[src/dlca_pkg.sv]
package dlca_pkg;
  // ********************************************************
  // register map
  // ********************************************************
  localparam logic [7:0] DLCA_OFS_PORT_CFG = 8'h6D;
  localparam logic [7:0] DLCA_OFS_DEV_CTRL = 8'h20;
  localparam logic [7:0] DLCA_OFS_STATUS = 8'h21;
  localparam logic [7:0] DLCA_OFS_VC_MAP0 = 8'h30;
  localparam logic [7:0] DLCA_OFS_VC_MAP1 = 8'h31;
  localparam logic [7:0] DLCA_PORT_CFG_RST = 8'h00;
  localparam logic [7:0] DLCA_DEV_CTRL_RST = 8'h00;
  localparam logic [7:0] DLCA_VC_MAP0_RST = 8'hE4;
  localparam logic [7:0] DLCA_VC_MAP1_RST = 8'hE4;
  localparam int DLCA_MODE_LSB = 0;
  localparam int DLCA_CTRL_DUAL = 0;
  localparam int DLCA_CTRL_SYNC = 1;
  localparam int DLCA_ST_REF_EXT = 0;
  localparam int DLCA_ST_STRAP = 1;
  localparam int DLCA_ST_PERR = 2;
  localparam int DLCA_ST_OVF = 4;
  // ********************************************************
  // input modes
  // ********************************************************
  localparam logic [1:0] DLCA_MODE_CSI = 2'h0;
  localparam logic [1:0] DLCA_MODE_RAW12LF = 2'h1;
  localparam logic [1:0] DLCA_MODE_RAW12HF = 2'h2;
  localparam logic [1:0] DLCA_MODE_RAW10 = 2'h3;
  localparam logic [2:0] DLCA_STRAP_CSI_ASYNC = 3'h0;
  localparam logic [2:0] DLCA_STRAP_CSI_SYNC = 3'h4;
  // ********************************************************
  // link frames
  // ********************************************************
  localparam logic [5:0] DLCA_CSI_FRAME_LEN = 6'd40;
  localparam logic [5:0] DLCA_RAW_FRAME_LEN = 6'd28;
  localparam int DLCA_WORD_W = 35;
  localparam int DLCA_BC_LEN = 10;
  // ********************************************************
  // rates and times
  // ********************************************************
  localparam int DLCA_LINE_PER_REF = 160;
  localparam int DLCA_PCLK_PER_REF = 4;
  localparam int DLCA_BC_PER_REF = 2;
  localparam int DLCA_LINE_PER_EXT = 80;
  localparam int DLCA_MAX_LINE_MBPS = 4160;
  localparam int DLCA_MAX_SENSOR_MBPS = 3328;
  localparam int DLCA_MAX_LANE_MBPS = 1662;
  localparam int DLCA_CLK_MHZ = 250;
  localparam int DLCA_CLK_NS = 4;
  localparam int DLCA_BC_ASYNC_MBPS = 10;
  localparam int DLCA_BC_ASYNC_CYC = DLCA_CLK_MHZ / DLCA_BC_ASYNC_MBPS;
  localparam int DLCA_OSC_MHZ = 25;
  localparam int DLCA_OSC_HALF_CYC = DLCA_CLK_MHZ / (2 * DLCA_OSC_MHZ);
  localparam int DLCA_STRAP_WAIT_NS = 1000000;
  localparam int DLCA_STRAP_WAIT_CYC = DLCA_STRAP_WAIT_NS / DLCA_CLK_NS;
  localparam int DLCA_REF_LOSS_NS = 20000;
  localparam int DLCA_REF_LOSS_CYC = DLCA_REF_LOSS_NS / DLCA_CLK_NS;
endpackage : dlca_pkg

[src/dlca_buf2.sv]
`timescale 1ns/1ns
`default_nettype none
module dlca_buf2 #(
  parameter int W = 35
) (
  input wire logic clk,
  input wire logic arst_n,
  input wire logic in_valid,
  output logic in_ready,
  input wire logic [W-1:0] in_data,
  output logic out_valid,
  input wire logic out_ready,
  output logic [W-1:0] out_data
);
  logic [W-1:0] mem_reg [0:1];
  logic rd_ptr_reg;
  logic wr_ptr_reg;
  logic [1:0] cnt_reg;
  logic push;
  logic pop;

  assign in_ready = (cnt_reg != 2'h2);
  assign out_valid = (cnt_reg != 2'h0);
  assign out_data = mem_reg[rd_ptr_reg];
  assign push = in_valid && in_ready;
  assign pop = out_valid && out_ready;

  always_ff @(posedge clk or negedge arst_n) begin
    if (!arst_n) begin
      wr_ptr_reg <= 1'b0;
      rd_ptr_reg <= 1'b0;
      cnt_reg <= 2'h0;
    end else begin
      if (push) wr_ptr_reg <= ~wr_ptr_reg;
      if (pop) rd_ptr_reg <= ~rd_ptr_reg;
      if (push && !pop) cnt_reg <= cnt_reg + 2'h1;
      else if (pop && !push) cnt_reg <= cnt_reg - 2'h1;
    end
  end

  always_ff @(posedge clk) begin
    if (push) mem_reg[wr_ptr_reg] <= in_data;
  end
endmodule : dlca_buf2
`default_nettype wire

[src/dlca_top.sv]
// How it works
// - output is one four-lane port or two replicated two-lane ports
// - dual output mode enables a second clock lane
// - payload forwarded unchanged, no format conversion
// - only frames with good parity and their flag bit set reach the csi output; any good-parity packet frame still forwards its control bits
// - each stream carries its virtual channel in the header
// - packet mode deframes fixed 40-bit link frames
// - raw mode deframes fixed 28-bit link frames at lower rate
// - device drives reverse control channel on the video pair
// - control channel runs continuously, never waits for blanking
// - host control traffic is relayed over the link
// - two independent receive ports work at the same time
// - each port picks its mode; output is always the csi port
// - input mode from two-bit config field or mode strap
// - packet mode has synchronous and non-synchronous clocking
// - each port remaps incoming virtual channel ids
// - packet mode line rate up to the stated maximum
// - sync clocking: line 160x, pixel 4x, back channel 2x ref
// - sensor csi rate independent of line and output rates
// - non-sync clocking: back channel at fixed 10 Mbps
// - forward line rate independent of output csi rate
// - strap sampled 1 ms after power-down release
// - internal 25 MHz reference used until ref clock is valid
`timescale 1ns/1ns
`default_nettype none
module dlca_top
  import dlca_pkg::*;
#(
  parameter int STRAP_WAIT = DLCA_STRAP_WAIT_CYC,
  parameter int REF_LOSS = DLCA_REF_LOSS_CYC
) (
  input wire logic clk,
  input wire logic arst_n,
  input wire logic power_down_release_pin,
  input wire logic [2:0] mode_strap,
  input wire logic ref_clock_input,
  input wire logic [1:0] link_clk,
  input wire logic [1:0] link_data,
  input wire logic [1:0] link_frame,
  output logic [1:0] link_pair_out,
  output logic [1:0] link_pair_oe,
  input wire logic reg_wr,
  input wire logic [7:0] reg_addr,
  input wire logic [7:0] reg_wdata,
  input wire logic reg_port_sel,
  output logic [7:0] reg_rdata,
  input wire logic relay_valid,
  input wire logic relay_port,
  input wire logic [7:0] relay_data,
  output logic [1:0] relay_ready,
  output logic [1:0] fwd_ctrl_valid,
  output logic [5:0] fwd_ctrl_bits,
  output logic tx_valid,
  input wire logic tx_ready,
  output logic [31:0] tx_data,
  output logic [1:0] tx_vc,
  output logic tx_last,
  output logic tx_src_port,
  output logic tx_dual,
  output logic tx_clk_b_en,
  output logic tx_b_valid,
  input wire logic tx_b_ready,
  output logic [31:0] tx_b_data,
  output logic [1:0] tx_b_vc,
  output logic tx_b_last
);
  typedef enum logic [1:0] {
    DLCA_PD = 2'b00, DLCA_WAIT = 2'b01, DLCA_RUN = 2'b11
  } dlca_boot_t;
  typedef enum logic [1:0] {
    DLCA_ARB_IDLE = 2'b00, DLCA_ARB_P0 = 2'b01, DLCA_ARB_P1 = 2'b11
  } dlca_arb_t;

  function automatic logic [1:0] dlca_remap(input logic [7:0] map,
                                            input logic [1:0] vc);
    dlca_remap = map[{vc, 1'b0} +: 2];
  endfunction : dlca_remap

  function automatic logic dlca_is_raw(input logic [1:0] mode);
    dlca_is_raw = (mode != DLCA_MODE_CSI);
  endfunction : dlca_is_raw

  logic [7:0] port_cfg_reg [0:1];
  logic [7:0] vc_map_reg [0:1];
  logic [7:0] dev_ctrl_reg;
  logic [1:0] perr_reg;
  logic [1:0] ovf_reg;
  logic ref_ext_reg;
  dlca_boot_t boot_reg;
  logic [17:0] boot_cnt_reg;
  logic pdr_s1_reg, pdr_s2_reg;
  logic [2:0] st_s1_reg, st_s2_reg;
  logic ref_s1_reg, ref_s2_reg, ref_s3_reg;
  logic [12:0] ref_idle_reg;
  logic [2:0] osc_cnt_reg;
  logic ref_tick;
  logic osc_tick;
  logic [4:0] bc_div_reg;
  logic bc_tick;
  logic [1:0] frm_push;
  logic [1:0] frm_ready;
  logic [DLCA_WORD_W-1:0] frm_word [0:1];
  logic [1:0] q_valid;
  logic [1:0] q_pop;
  logic [DLCA_WORD_W-1:0] q_word [0:1];
  logic [1:0] bad_par;
  logic [1:0] pend_reg;
  logic [7:0] pend_byte_reg [0:1];
  dlca_arb_t arb_reg;
  logic last_grant_reg;
  logic pick;
  logic load;
  logic out_free;

  // ********************************************************
  // power-up strap capture and reference selection
  // ********************************************************
  always_ff @(posedge clk or negedge arst_n) begin
    if (!arst_n) begin
      pdr_s1_reg <= 1'b0;
      pdr_s2_reg <= 1'b0;
      {st_s1_reg, st_s2_reg} <= 6'h00;
      ref_s1_reg <= 1'b0;
      ref_s2_reg <= 1'b0;
      ref_s3_reg <= 1'b0;
    end else begin
      pdr_s1_reg <= power_down_release_pin;
      pdr_s2_reg <= pdr_s1_reg;
      st_s1_reg <= mode_strap;
      st_s2_reg <= st_s1_reg;
      ref_s1_reg <= ref_clock_input;
      ref_s2_reg <= ref_s1_reg;
      ref_s3_reg <= ref_s2_reg;
    end
  end

  // strap pins settle during the wait; only sampled when it expires
  always_ff @(posedge clk or negedge arst_n) begin
    if (!arst_n) begin
      boot_reg <= DLCA_PD;
      boot_cnt_reg <= 18'h00000;
    end else begin
      case (boot_reg)
        DLCA_PD: begin
          boot_cnt_reg <= 18'h00000;
          if (pdr_s2_reg) boot_reg <= DLCA_WAIT;
        end
        DLCA_WAIT: begin
          boot_cnt_reg <= boot_cnt_reg + 18'h00001;
          if (!pdr_s2_reg) boot_reg <= DLCA_PD;
          else if (boot_cnt_reg == 18'(STRAP_WAIT - 1))
            boot_reg <= DLCA_RUN;
        end
        DLCA_RUN: if (!pdr_s2_reg) boot_reg <= DLCA_PD;
        default: boot_reg <= DLCA_PD;
      endcase
    end
  end

  // any ref edge counts; a silent ref reverts to the internal source
  assign ref_tick = ref_s2_reg ^ ref_s3_reg;
  assign osc_tick = (osc_cnt_reg == 3'(DLCA_OSC_HALF_CYC - 1));
  always_ff @(posedge clk or negedge arst_n) begin
    if (!arst_n) begin
      ref_idle_reg <= 13'h0000;
      ref_ext_reg <= 1'b0;
      osc_cnt_reg <= 3'h0;
    end else begin
      osc_cnt_reg <= osc_tick ? 3'h0 : osc_cnt_reg + 3'h1;
      if (ref_tick) begin
        ref_idle_reg <= 13'h0000;
        ref_ext_reg <= 1'b1;
      end else if (ref_idle_reg == 13'(REF_LOSS - 1)) begin
        ref_ext_reg <= 1'b0;
      end else begin
        ref_idle_reg <= ref_idle_reg + 13'h0001;
      end
    end
  end

  // back channel bit clock: twice the reference when synchronous,
  // a fixed divider otherwise; forward rates never feed into it
  always_ff @(posedge clk or negedge arst_n) begin
    if (!arst_n) begin
      bc_div_reg <= 5'h00;
    end else if (bc_div_reg == 5'(DLCA_BC_ASYNC_CYC - 1)) begin
      bc_div_reg <= 5'h00;
    end else begin
      bc_div_reg <= bc_div_reg + 5'h01;
    end
  end
  assign bc_tick = dev_ctrl_reg[DLCA_CTRL_SYNC]
    ? (ref_ext_reg ? ref_tick : osc_tick)
    : (bc_div_reg == 5'h00);

  // ********************************************************
  // register port
  // ********************************************************
  always_ff @(posedge clk or negedge arst_n) begin
    if (!arst_n) begin
      port_cfg_reg[0] <= DLCA_PORT_CFG_RST;
      port_cfg_reg[1] <= DLCA_PORT_CFG_RST;
      vc_map_reg[0] <= DLCA_VC_MAP0_RST;
      vc_map_reg[1] <= DLCA_VC_MAP1_RST;
      dev_ctrl_reg <= DLCA_DEV_CTRL_RST;
    end else if (boot_reg == DLCA_WAIT &&
                 boot_cnt_reg == 18'(STRAP_WAIT - 1)) begin
      // strap applies to both ports; software may override later
      port_cfg_reg[0][1:0] <= (st_s2_reg == DLCA_STRAP_CSI_SYNC)
        ? DLCA_MODE_CSI : st_s2_reg[1:0];
      port_cfg_reg[1][1:0] <= (st_s2_reg == DLCA_STRAP_CSI_SYNC)
        ? DLCA_MODE_CSI : st_s2_reg[1:0];
      dev_ctrl_reg[DLCA_CTRL_SYNC] <=
        (st_s2_reg == DLCA_STRAP_CSI_SYNC);
    end else if (reg_wr) begin
      case (reg_addr)
        DLCA_OFS_PORT_CFG: port_cfg_reg[reg_port_sel] <= reg_wdata;
        DLCA_OFS_DEV_CTRL: dev_ctrl_reg <= reg_wdata;
        DLCA_OFS_VC_MAP0: vc_map_reg[0] <= reg_wdata;
        DLCA_OFS_VC_MAP1: vc_map_reg[1] <= reg_wdata;
        default: ;
      endcase
    end
  end

  // sticky errors: write one to clear, a new event wins
  always_ff @(posedge clk or negedge arst_n) begin
    if (!arst_n) begin
      perr_reg <= 2'h0;
      ovf_reg <= 2'h0;
    end else begin
      if (reg_wr && reg_addr == DLCA_OFS_STATUS) begin
        perr_reg <= (perr_reg & ~reg_wdata[DLCA_ST_PERR +: 2]) | bad_par;
        ovf_reg <= (ovf_reg & ~reg_wdata[DLCA_ST_OVF +: 2]) |
                   (frm_push & ~frm_ready);
      end else begin
        perr_reg <= perr_reg | bad_par;
        ovf_reg <= ovf_reg | (frm_push & ~frm_ready);
      end
    end
  end

  always_ff @(posedge clk or negedge arst_n) begin
    if (!arst_n) begin
      reg_rdata <= 8'h00;
    end else begin
      case (reg_addr)
        DLCA_OFS_PORT_CFG: reg_rdata <= port_cfg_reg[reg_port_sel];
        DLCA_OFS_DEV_CTRL: reg_rdata <= dev_ctrl_reg;
        DLCA_OFS_STATUS: reg_rdata <= {2'h0, ovf_reg, perr_reg,
                                       boot_reg == DLCA_RUN, ref_ext_reg};
        DLCA_OFS_VC_MAP0: reg_rdata <= vc_map_reg[0];
        DLCA_OFS_VC_MAP1: reg_rdata <= vc_map_reg[1];
        default: reg_rdata <= 8'h00;
      endcase
    end
  end

  // ********************************************************
  // receive ports
  // ********************************************************
  for (genvar p = 0; p < 2; p++) begin : g_rx
    logic c1_reg, c2_reg, c3_reg, d1_reg, d2_reg, f1_reg, f2_reg;
    logic [39:0] sh_reg;
    logic [5:0] cnt_reg;
    logic done_reg;
    logic raw;
    logic [5:0] len;
    logic [9:0] bc_sh_reg;
    logic [3:0] bc_cnt_reg;

    assign raw = dlca_is_raw(port_cfg_reg[p][DLCA_MODE_LSB +: 2]);
    assign len = raw ? DLCA_RAW_FRAME_LEN : DLCA_CSI_FRAME_LEN;

    always_ff @(posedge clk or negedge arst_n) begin
      if (!arst_n) begin
        {c1_reg, c2_reg, c3_reg} <= 3'h0;
        {d1_reg, d2_reg, f1_reg, f2_reg} <= 4'h0;
      end else begin
        c1_reg <= link_clk[p];
        c2_reg <= c1_reg;
        c3_reg <= c2_reg;
        d1_reg <= link_data[p];
        d2_reg <= d1_reg;
        f1_reg <= link_frame[p];
        f2_reg <= f1_reg;
      end
    end

    // deframer: frame pin marks the msb, which is sent first
    always_ff @(posedge clk or negedge arst_n) begin
      if (!arst_n) begin
        sh_reg <= 40'h0000000000;
        cnt_reg <= 6'h00;
        done_reg <= 1'b0;
      end else begin
        done_reg <= 1'b0;
        if (c2_reg && !c3_reg && (f2_reg || cnt_reg != 6'h00)) begin
          sh_reg <= {sh_reg[38:0], d2_reg};
          if (f2_reg) begin
            cnt_reg <= 6'h01;
          end else if (cnt_reg == len - 6'h01) begin
            cnt_reg <= 6'h00;
            done_reg <= 1'b1;
          end else begin
            cnt_reg <= cnt_reg + 6'h01;
          end
        end
      end
    end

    // payload bits pass untouched; only the header vc is rewritten
    assign bad_par[p] = done_reg && (raw ? ^sh_reg[27:0] : ^sh_reg);
    assign frm_push[p] = done_reg && !bad_par[p] &&
                         (raw ? sh_reg[26] : sh_reg[32]);
    assign frm_word[p] = raw
      ? {!sh_reg[24], dlca_remap(vc_map_reg[p], 2'h0),
         8'h00, sh_reg[23:0]}
      : {sh_reg[33], dlca_remap(vc_map_reg[p], sh_reg[35:34]),
         sh_reg[31:0]};

    always_ff @(posedge clk or negedge arst_n) begin
      if (!arst_n) begin
        fwd_ctrl_valid[p] <= 1'b0;
        fwd_ctrl_bits[3*p +: 3] <= 3'h0;
      end else begin
        fwd_ctrl_valid[p] <= done_reg && !bad_par[p] && !raw;
        if (done_reg && !bad_par[p] && !raw)
          fwd_ctrl_bits[3*p +: 3] <= sh_reg[38:36];
      end
    end

    // overflow is flagged: the link itself cannot be stalled
    dlca_buf2 #(.W(DLCA_WORD_W)) u_buf (
      .clk(clk),
      .arst_n(arst_n),
      .in_valid(frm_push[p]),
      .in_ready(frm_ready[p]),
      .in_data(frm_word[p]),
      .out_valid(q_valid[p]),
      .out_ready(q_pop[p]),
      .out_data(q_word[p])
    );

    // reverse channel: framed bytes sent back to back, idle or not
    always_ff @(posedge clk or negedge arst_n) begin
      if (!arst_n) begin
        bc_sh_reg <= 10'h200;
        bc_cnt_reg <= 4'h0;
        pend_reg[p] <= 1'b0;
        pend_byte_reg[p] <= 8'h00;
        relay_ready[p] <= 1'b0;
        link_pair_out[p] <= 1'b0;
        link_pair_oe[p] <= 1'b0;
      end else begin
        relay_ready[p] <= !pend_reg[p] && boot_reg == DLCA_RUN;
        link_pair_oe[p] <= (boot_reg == DLCA_RUN);
        if (bc_tick && boot_reg == DLCA_RUN) begin
          link_pair_out[p] <= bc_sh_reg[9];
          if (bc_cnt_reg == 4'(DLCA_BC_LEN - 1)) begin
            bc_cnt_reg <= 4'h0;
            bc_sh_reg <= {1'b1, pend_reg[p], pend_byte_reg[p]};
            pend_reg[p] <= 1'b0;
          end else begin
            bc_cnt_reg <= bc_cnt_reg + 4'h1;
            bc_sh_reg <= {bc_sh_reg[8:0], 1'b0};
          end
        end
        if (relay_valid && relay_port == p && relay_ready[p]) begin
          relay_ready[p] <= 1'b0;
          pend_reg[p] <= 1'b1;
          pend_byte_reg[p] <= relay_data;
        end
      end
    end
  end

  // ********************************************************
  // merger and csi output
  // ********************************************************
  assign out_free = !tx_valid ||
    (tx_ready && (tx_b_ready || !dev_ctrl_reg[DLCA_CTRL_DUAL]));

  always_comb begin
    case (arb_reg)
      DLCA_ARB_P0: pick = 1'b0;
      DLCA_ARB_P1: pick = 1'b1;
      default: pick = (q_valid[0] && q_valid[1]) ? !last_grant_reg
                                                 : q_valid[1];
    endcase
  end
  assign load = out_free && q_valid[pick];
  assign q_pop = {load && pick, load && !pick};

  always_ff @(posedge clk or negedge arst_n) begin
    if (!arst_n) begin
      arb_reg <= DLCA_ARB_IDLE;
      last_grant_reg <= 1'b1;
    end else if (load) begin
      if (q_word[pick][DLCA_WORD_W-1]) begin
        arb_reg <= DLCA_ARB_IDLE;
        last_grant_reg <= pick;
      end else begin
        arb_reg <= pick ? DLCA_ARB_P1 : DLCA_ARB_P0;
      end
    end
  end

  // lane striping and line rates live in the phy; this is byte level
  always_ff @(posedge clk or negedge arst_n) begin
    if (!arst_n) begin
      tx_valid <= 1'b0;
      tx_data <= 32'h00000000;
      tx_vc <= 2'h0;
      tx_last <= 1'b0;
      tx_src_port <= 1'b0;
      tx_b_valid <= 1'b0;
      tx_b_data <= 32'h00000000;
      tx_b_vc <= 2'h0;
      tx_b_last <= 1'b0;
      tx_dual <= 1'b0;
      tx_clk_b_en <= 1'b0;
    end else begin
      tx_dual <= dev_ctrl_reg[DLCA_CTRL_DUAL];
      tx_clk_b_en <= dev_ctrl_reg[DLCA_CTRL_DUAL];
      if (load) begin
        tx_valid <= 1'b1;
        {tx_last, tx_vc, tx_data} <= q_word[pick];
        tx_src_port <= pick;
        tx_b_valid <= dev_ctrl_reg[DLCA_CTRL_DUAL];
        {tx_b_last, tx_b_vc, tx_b_data} <= q_word[pick];
      end else if (out_free) begin
        tx_valid <= 1'b0;
        tx_b_valid <= 1'b0;
      end
    end
  end
endmodule : dlca_top
`default_nettype wire

[config.mk]
export PLATFORM = sky130hd
export DESIGN_NAME = dlca_top
export DESIGN_NICKNAME = d
export VERILOG_FILES = /design/src/dlca_pkg.sv /design/src/dlca_buf2.sv /design/src/dlca_top.sv
export SDC_FILE = /design/constraint.sdc
export NUM_CORES = 1
export LEC_CHECK = 0
export BUFFER_PORTS_ARGS = -buffer_cell sky130_fd_sc_hd__buf_4
export CORE_ASPECT_RATIO = 0.9
export CORE_UTILIZATION = 25
export DETAILED_ROUTE_END_ITERATION = 8
export PLACE_DENSITY = 0.41
export SYNTH_ARGS = -nofsm -noshare
export SYNTH_HDL_FRONTEND = slang
export SYNTH_SLANG_ARGS = --single-unit
export TNS_END_PERCENT = 10
[constraint.sdc]
create_clock -name clk -period 9.5 [get_ports clk]
set_clock_uncertainty 0.1 [all_clocks]
set_input_delay 2.375 -clock clk [delete_from_list [all_inputs] [get_ports clk]]
set_output_delay 2.375 -clock clk [all_outputs]
set_load 0.01 [all_outputs]
==> flow_metrics.tcl <==
set metrics [dict create \
    drive_gt1_share_pct 19.2 \
    dr_total_vias 12218 \
    min_period_ns 3.98 \
    fmax_mhz 251 \
    synthArstFlopShare_pct 69.7 \
    max_cap_violations 0 \
    layout.nets 1808 \
    routedLengthMet1_um 23400 \
    cts_tree "yes" \
    dp_hpwl_um 31200 \
    slew_violations 0 \
    drc 0 \
    wl_met3_um 2090 \
    synth-seq-area-share_pct 62.2 \
    yosysMostFrequentCell "nand2_1" \
    wl_per_cell_um 16.9 \
    cp.required_ns 7.03 \
    critPathTopFamily "flip-flops" \
    mappedNetlistArea_mm2 0.0197 \
    critPathMaxStageDelay_ns 0.68 \
    hp-class "register to register" \
    ys.flop_type "dfrtp_1" \
    rsz0062_at_grt "no" \
    met2_length_um 21300 \
    clockRootBuffer "clkbuf_16" \
    grt_pass1_vias 12401 \
    avgSynthCellArea_um2 12.0 \
    endpoint_kind "output pin" \
    via_per_inst 4.31 \
    grt_overflow 0 \
    path_cells "buf_4" \
    ys_top_cells_by_area "dfrtp_1 39%, edfxtp_1 21%, nand2_1 6.8%" \
    num_antenna_cells 0 \
    htreeDepth 2 \
    ys_top_cells_by_count "356 x nand2_1, 311 x dfrtp_1, 140 x edfxtp_1" \
    drt_iter0_drc 739 \
    finalCritPeriodShare_pct 41.9 \
    initial_core_util_pct 25.3 \
    synth_cells 1639 \
    ys_types 64 \
    clk_latency_ns 0.60 \
    clkTransAtPathRegs_ns 0.06 \
    maxUsedRoutingLayer "met5" \
    cp_slowest_cell "dfrtp_1" \
    cts_setup_buffers 0 \
    crit_fanout 3 \
    firstDrtPassIters 6 \
    io_pins 140 \
    die_x_um 298 \
    io_buffer_count 139 \
    grt_pass1_wl_um 74800 \
    fp.dieArea_mm2 0.0801 \
    power.leakage_nw 10.3 \
    yosysWarnings 0 \
    synth_top_area_cell "dfrtp_1" \
    hold_buffers 0 \
    cts-resized-gates 0 \
    ys_ff_latch 462 \
    cts_num_sinks 462 \
    crit_arrival_ns 1.51 \
    dieHeight_um 269 \
    antenna_found_initial 1 \
    path_buf_inv 1 \
    largest_reg_flops 140 \
    fin_tns_setup_ns 0 \
    worst-setup-path-type "register to output pin" \
    ir_drop_mv 0.219 \
    setup_viol 0 \
    tightest_slew_ns 0.976 \
    synth_edf_count 140 \
    relSlewSlack_pct 34.9 \
    area_growth_pct 19.3 \
    gp_congestion 0.806 \
    cts_made_buffers 53 \
    rows 97 \
    grt_usage_pct 12.0 \
    grt_max_degree 152 \
    dp_cells 2737 \
    start_kind "register" \
    core_region_area_mm2 0.0780 \
    hold_violations 0 \
    synth_top_area_share_pct 39.4 \
    final_cells 2837 \
    drt.antenna.violating_nets 0 \
    p_per_area_mw_per_mm2 211 \
    outcome "finished clean" \
    routed_wl_um 47900 \
    clockBufferDepth 3 \
    syn-num-nets 1694 \
]
## per-layer routing
metal / up-vias / GRT usage [%]
met1: 5995 / 16.8
li1: 5877 / -
met5: - / 0
met3: 75 / 2.12
met4: 2 / 3.63
met2: 269 / 18.7
## where the power goes
group	switching, mW	internal, mW
Clock	0.842	1.22
Combinational	0.354	0.309
Sequential	0.0979	2.15
## worst paths after layout
path	from	end	slack, ns	depth (start not counted)
setup / recovery	tx_b_last	tx_last	5.52	1
hold / removal	g_rx[0].f1_reg	g_rx[0].f2_reg	0.24	0
setup reg to reg	g_rx[1].sh_reg[0]	g_rx[1].u_buf.mem_reg[1][14]	6.43	7
hold reg to reg	g_rx[0].f1_reg	g_rx[0].f2_reg	0.24	0
max in group asynchronous	arst_n	g_rx[0].bc_sh_reg[0]	5.98	2
min in group asynchronous	arst_n	g_rx[0].sh_reg[9]	1.68	1
## placed cells by master (no fill, tap or decap), types with 7 or more instances in the layout
master     count
a21oi_1       27
a22o_1         8
and2_1        18
buf_4        159
clkbuf_1      15
clkbuf_16     55
clkinv_2       8
dfrtp_1      309
dfstp_2       11
edfxtp_1     140
ha_1          12
inv_1         37
mux2_2        63
mux2i_1      112
nand2_1      356
nand3_1       25
nand4_1        7
nor2_1        65
nor2b_1        8
nor3_1        16
o21ai_0       65
o221ai_1      35
xnor2_1       77
xor2_1        23
## area by class of cell
type	instances	area (um^2)
fill	7858	54500
timing repair buffer	161	1230
tap	1039	1300
clock inverter	24	253
multi-input combinational	1038	6850
clock buffer	76	1520
sequential	462	12300
inverter	37	139
## per-stage QoR
step                      setup WS [ns]  hold slack (ns)  power (mW)  utilization (%)  area (um^2)
after global routing               5.51            0.238        5.20             30.2        23600
after CTS                          5.52            0.239        5.06             30.2        23600
final                              5.52            0.241        4.97             30.2        23600
after global placement             5.00            0.236        2.95             27.9        21800
after floorplan                    5.37            0.231        2.73                -        19700
after detailed placement           5.01            0.235        2.96             27.9        21800
## logic make-up (layout without fill, tap and decap cells)
group	after synthesis	in the layout	synth area share (%)
simple gates	559	559	12.5
flops	462	462	62.2
mux	179	179	9.64
compound gates	176	176	5.84
buf+inv	139	298	3.37
xor+xnor	112	112	5.73
fa+ha+maj	12	12	0.760
Note: power is estimated with default switching activity, not from simulation.
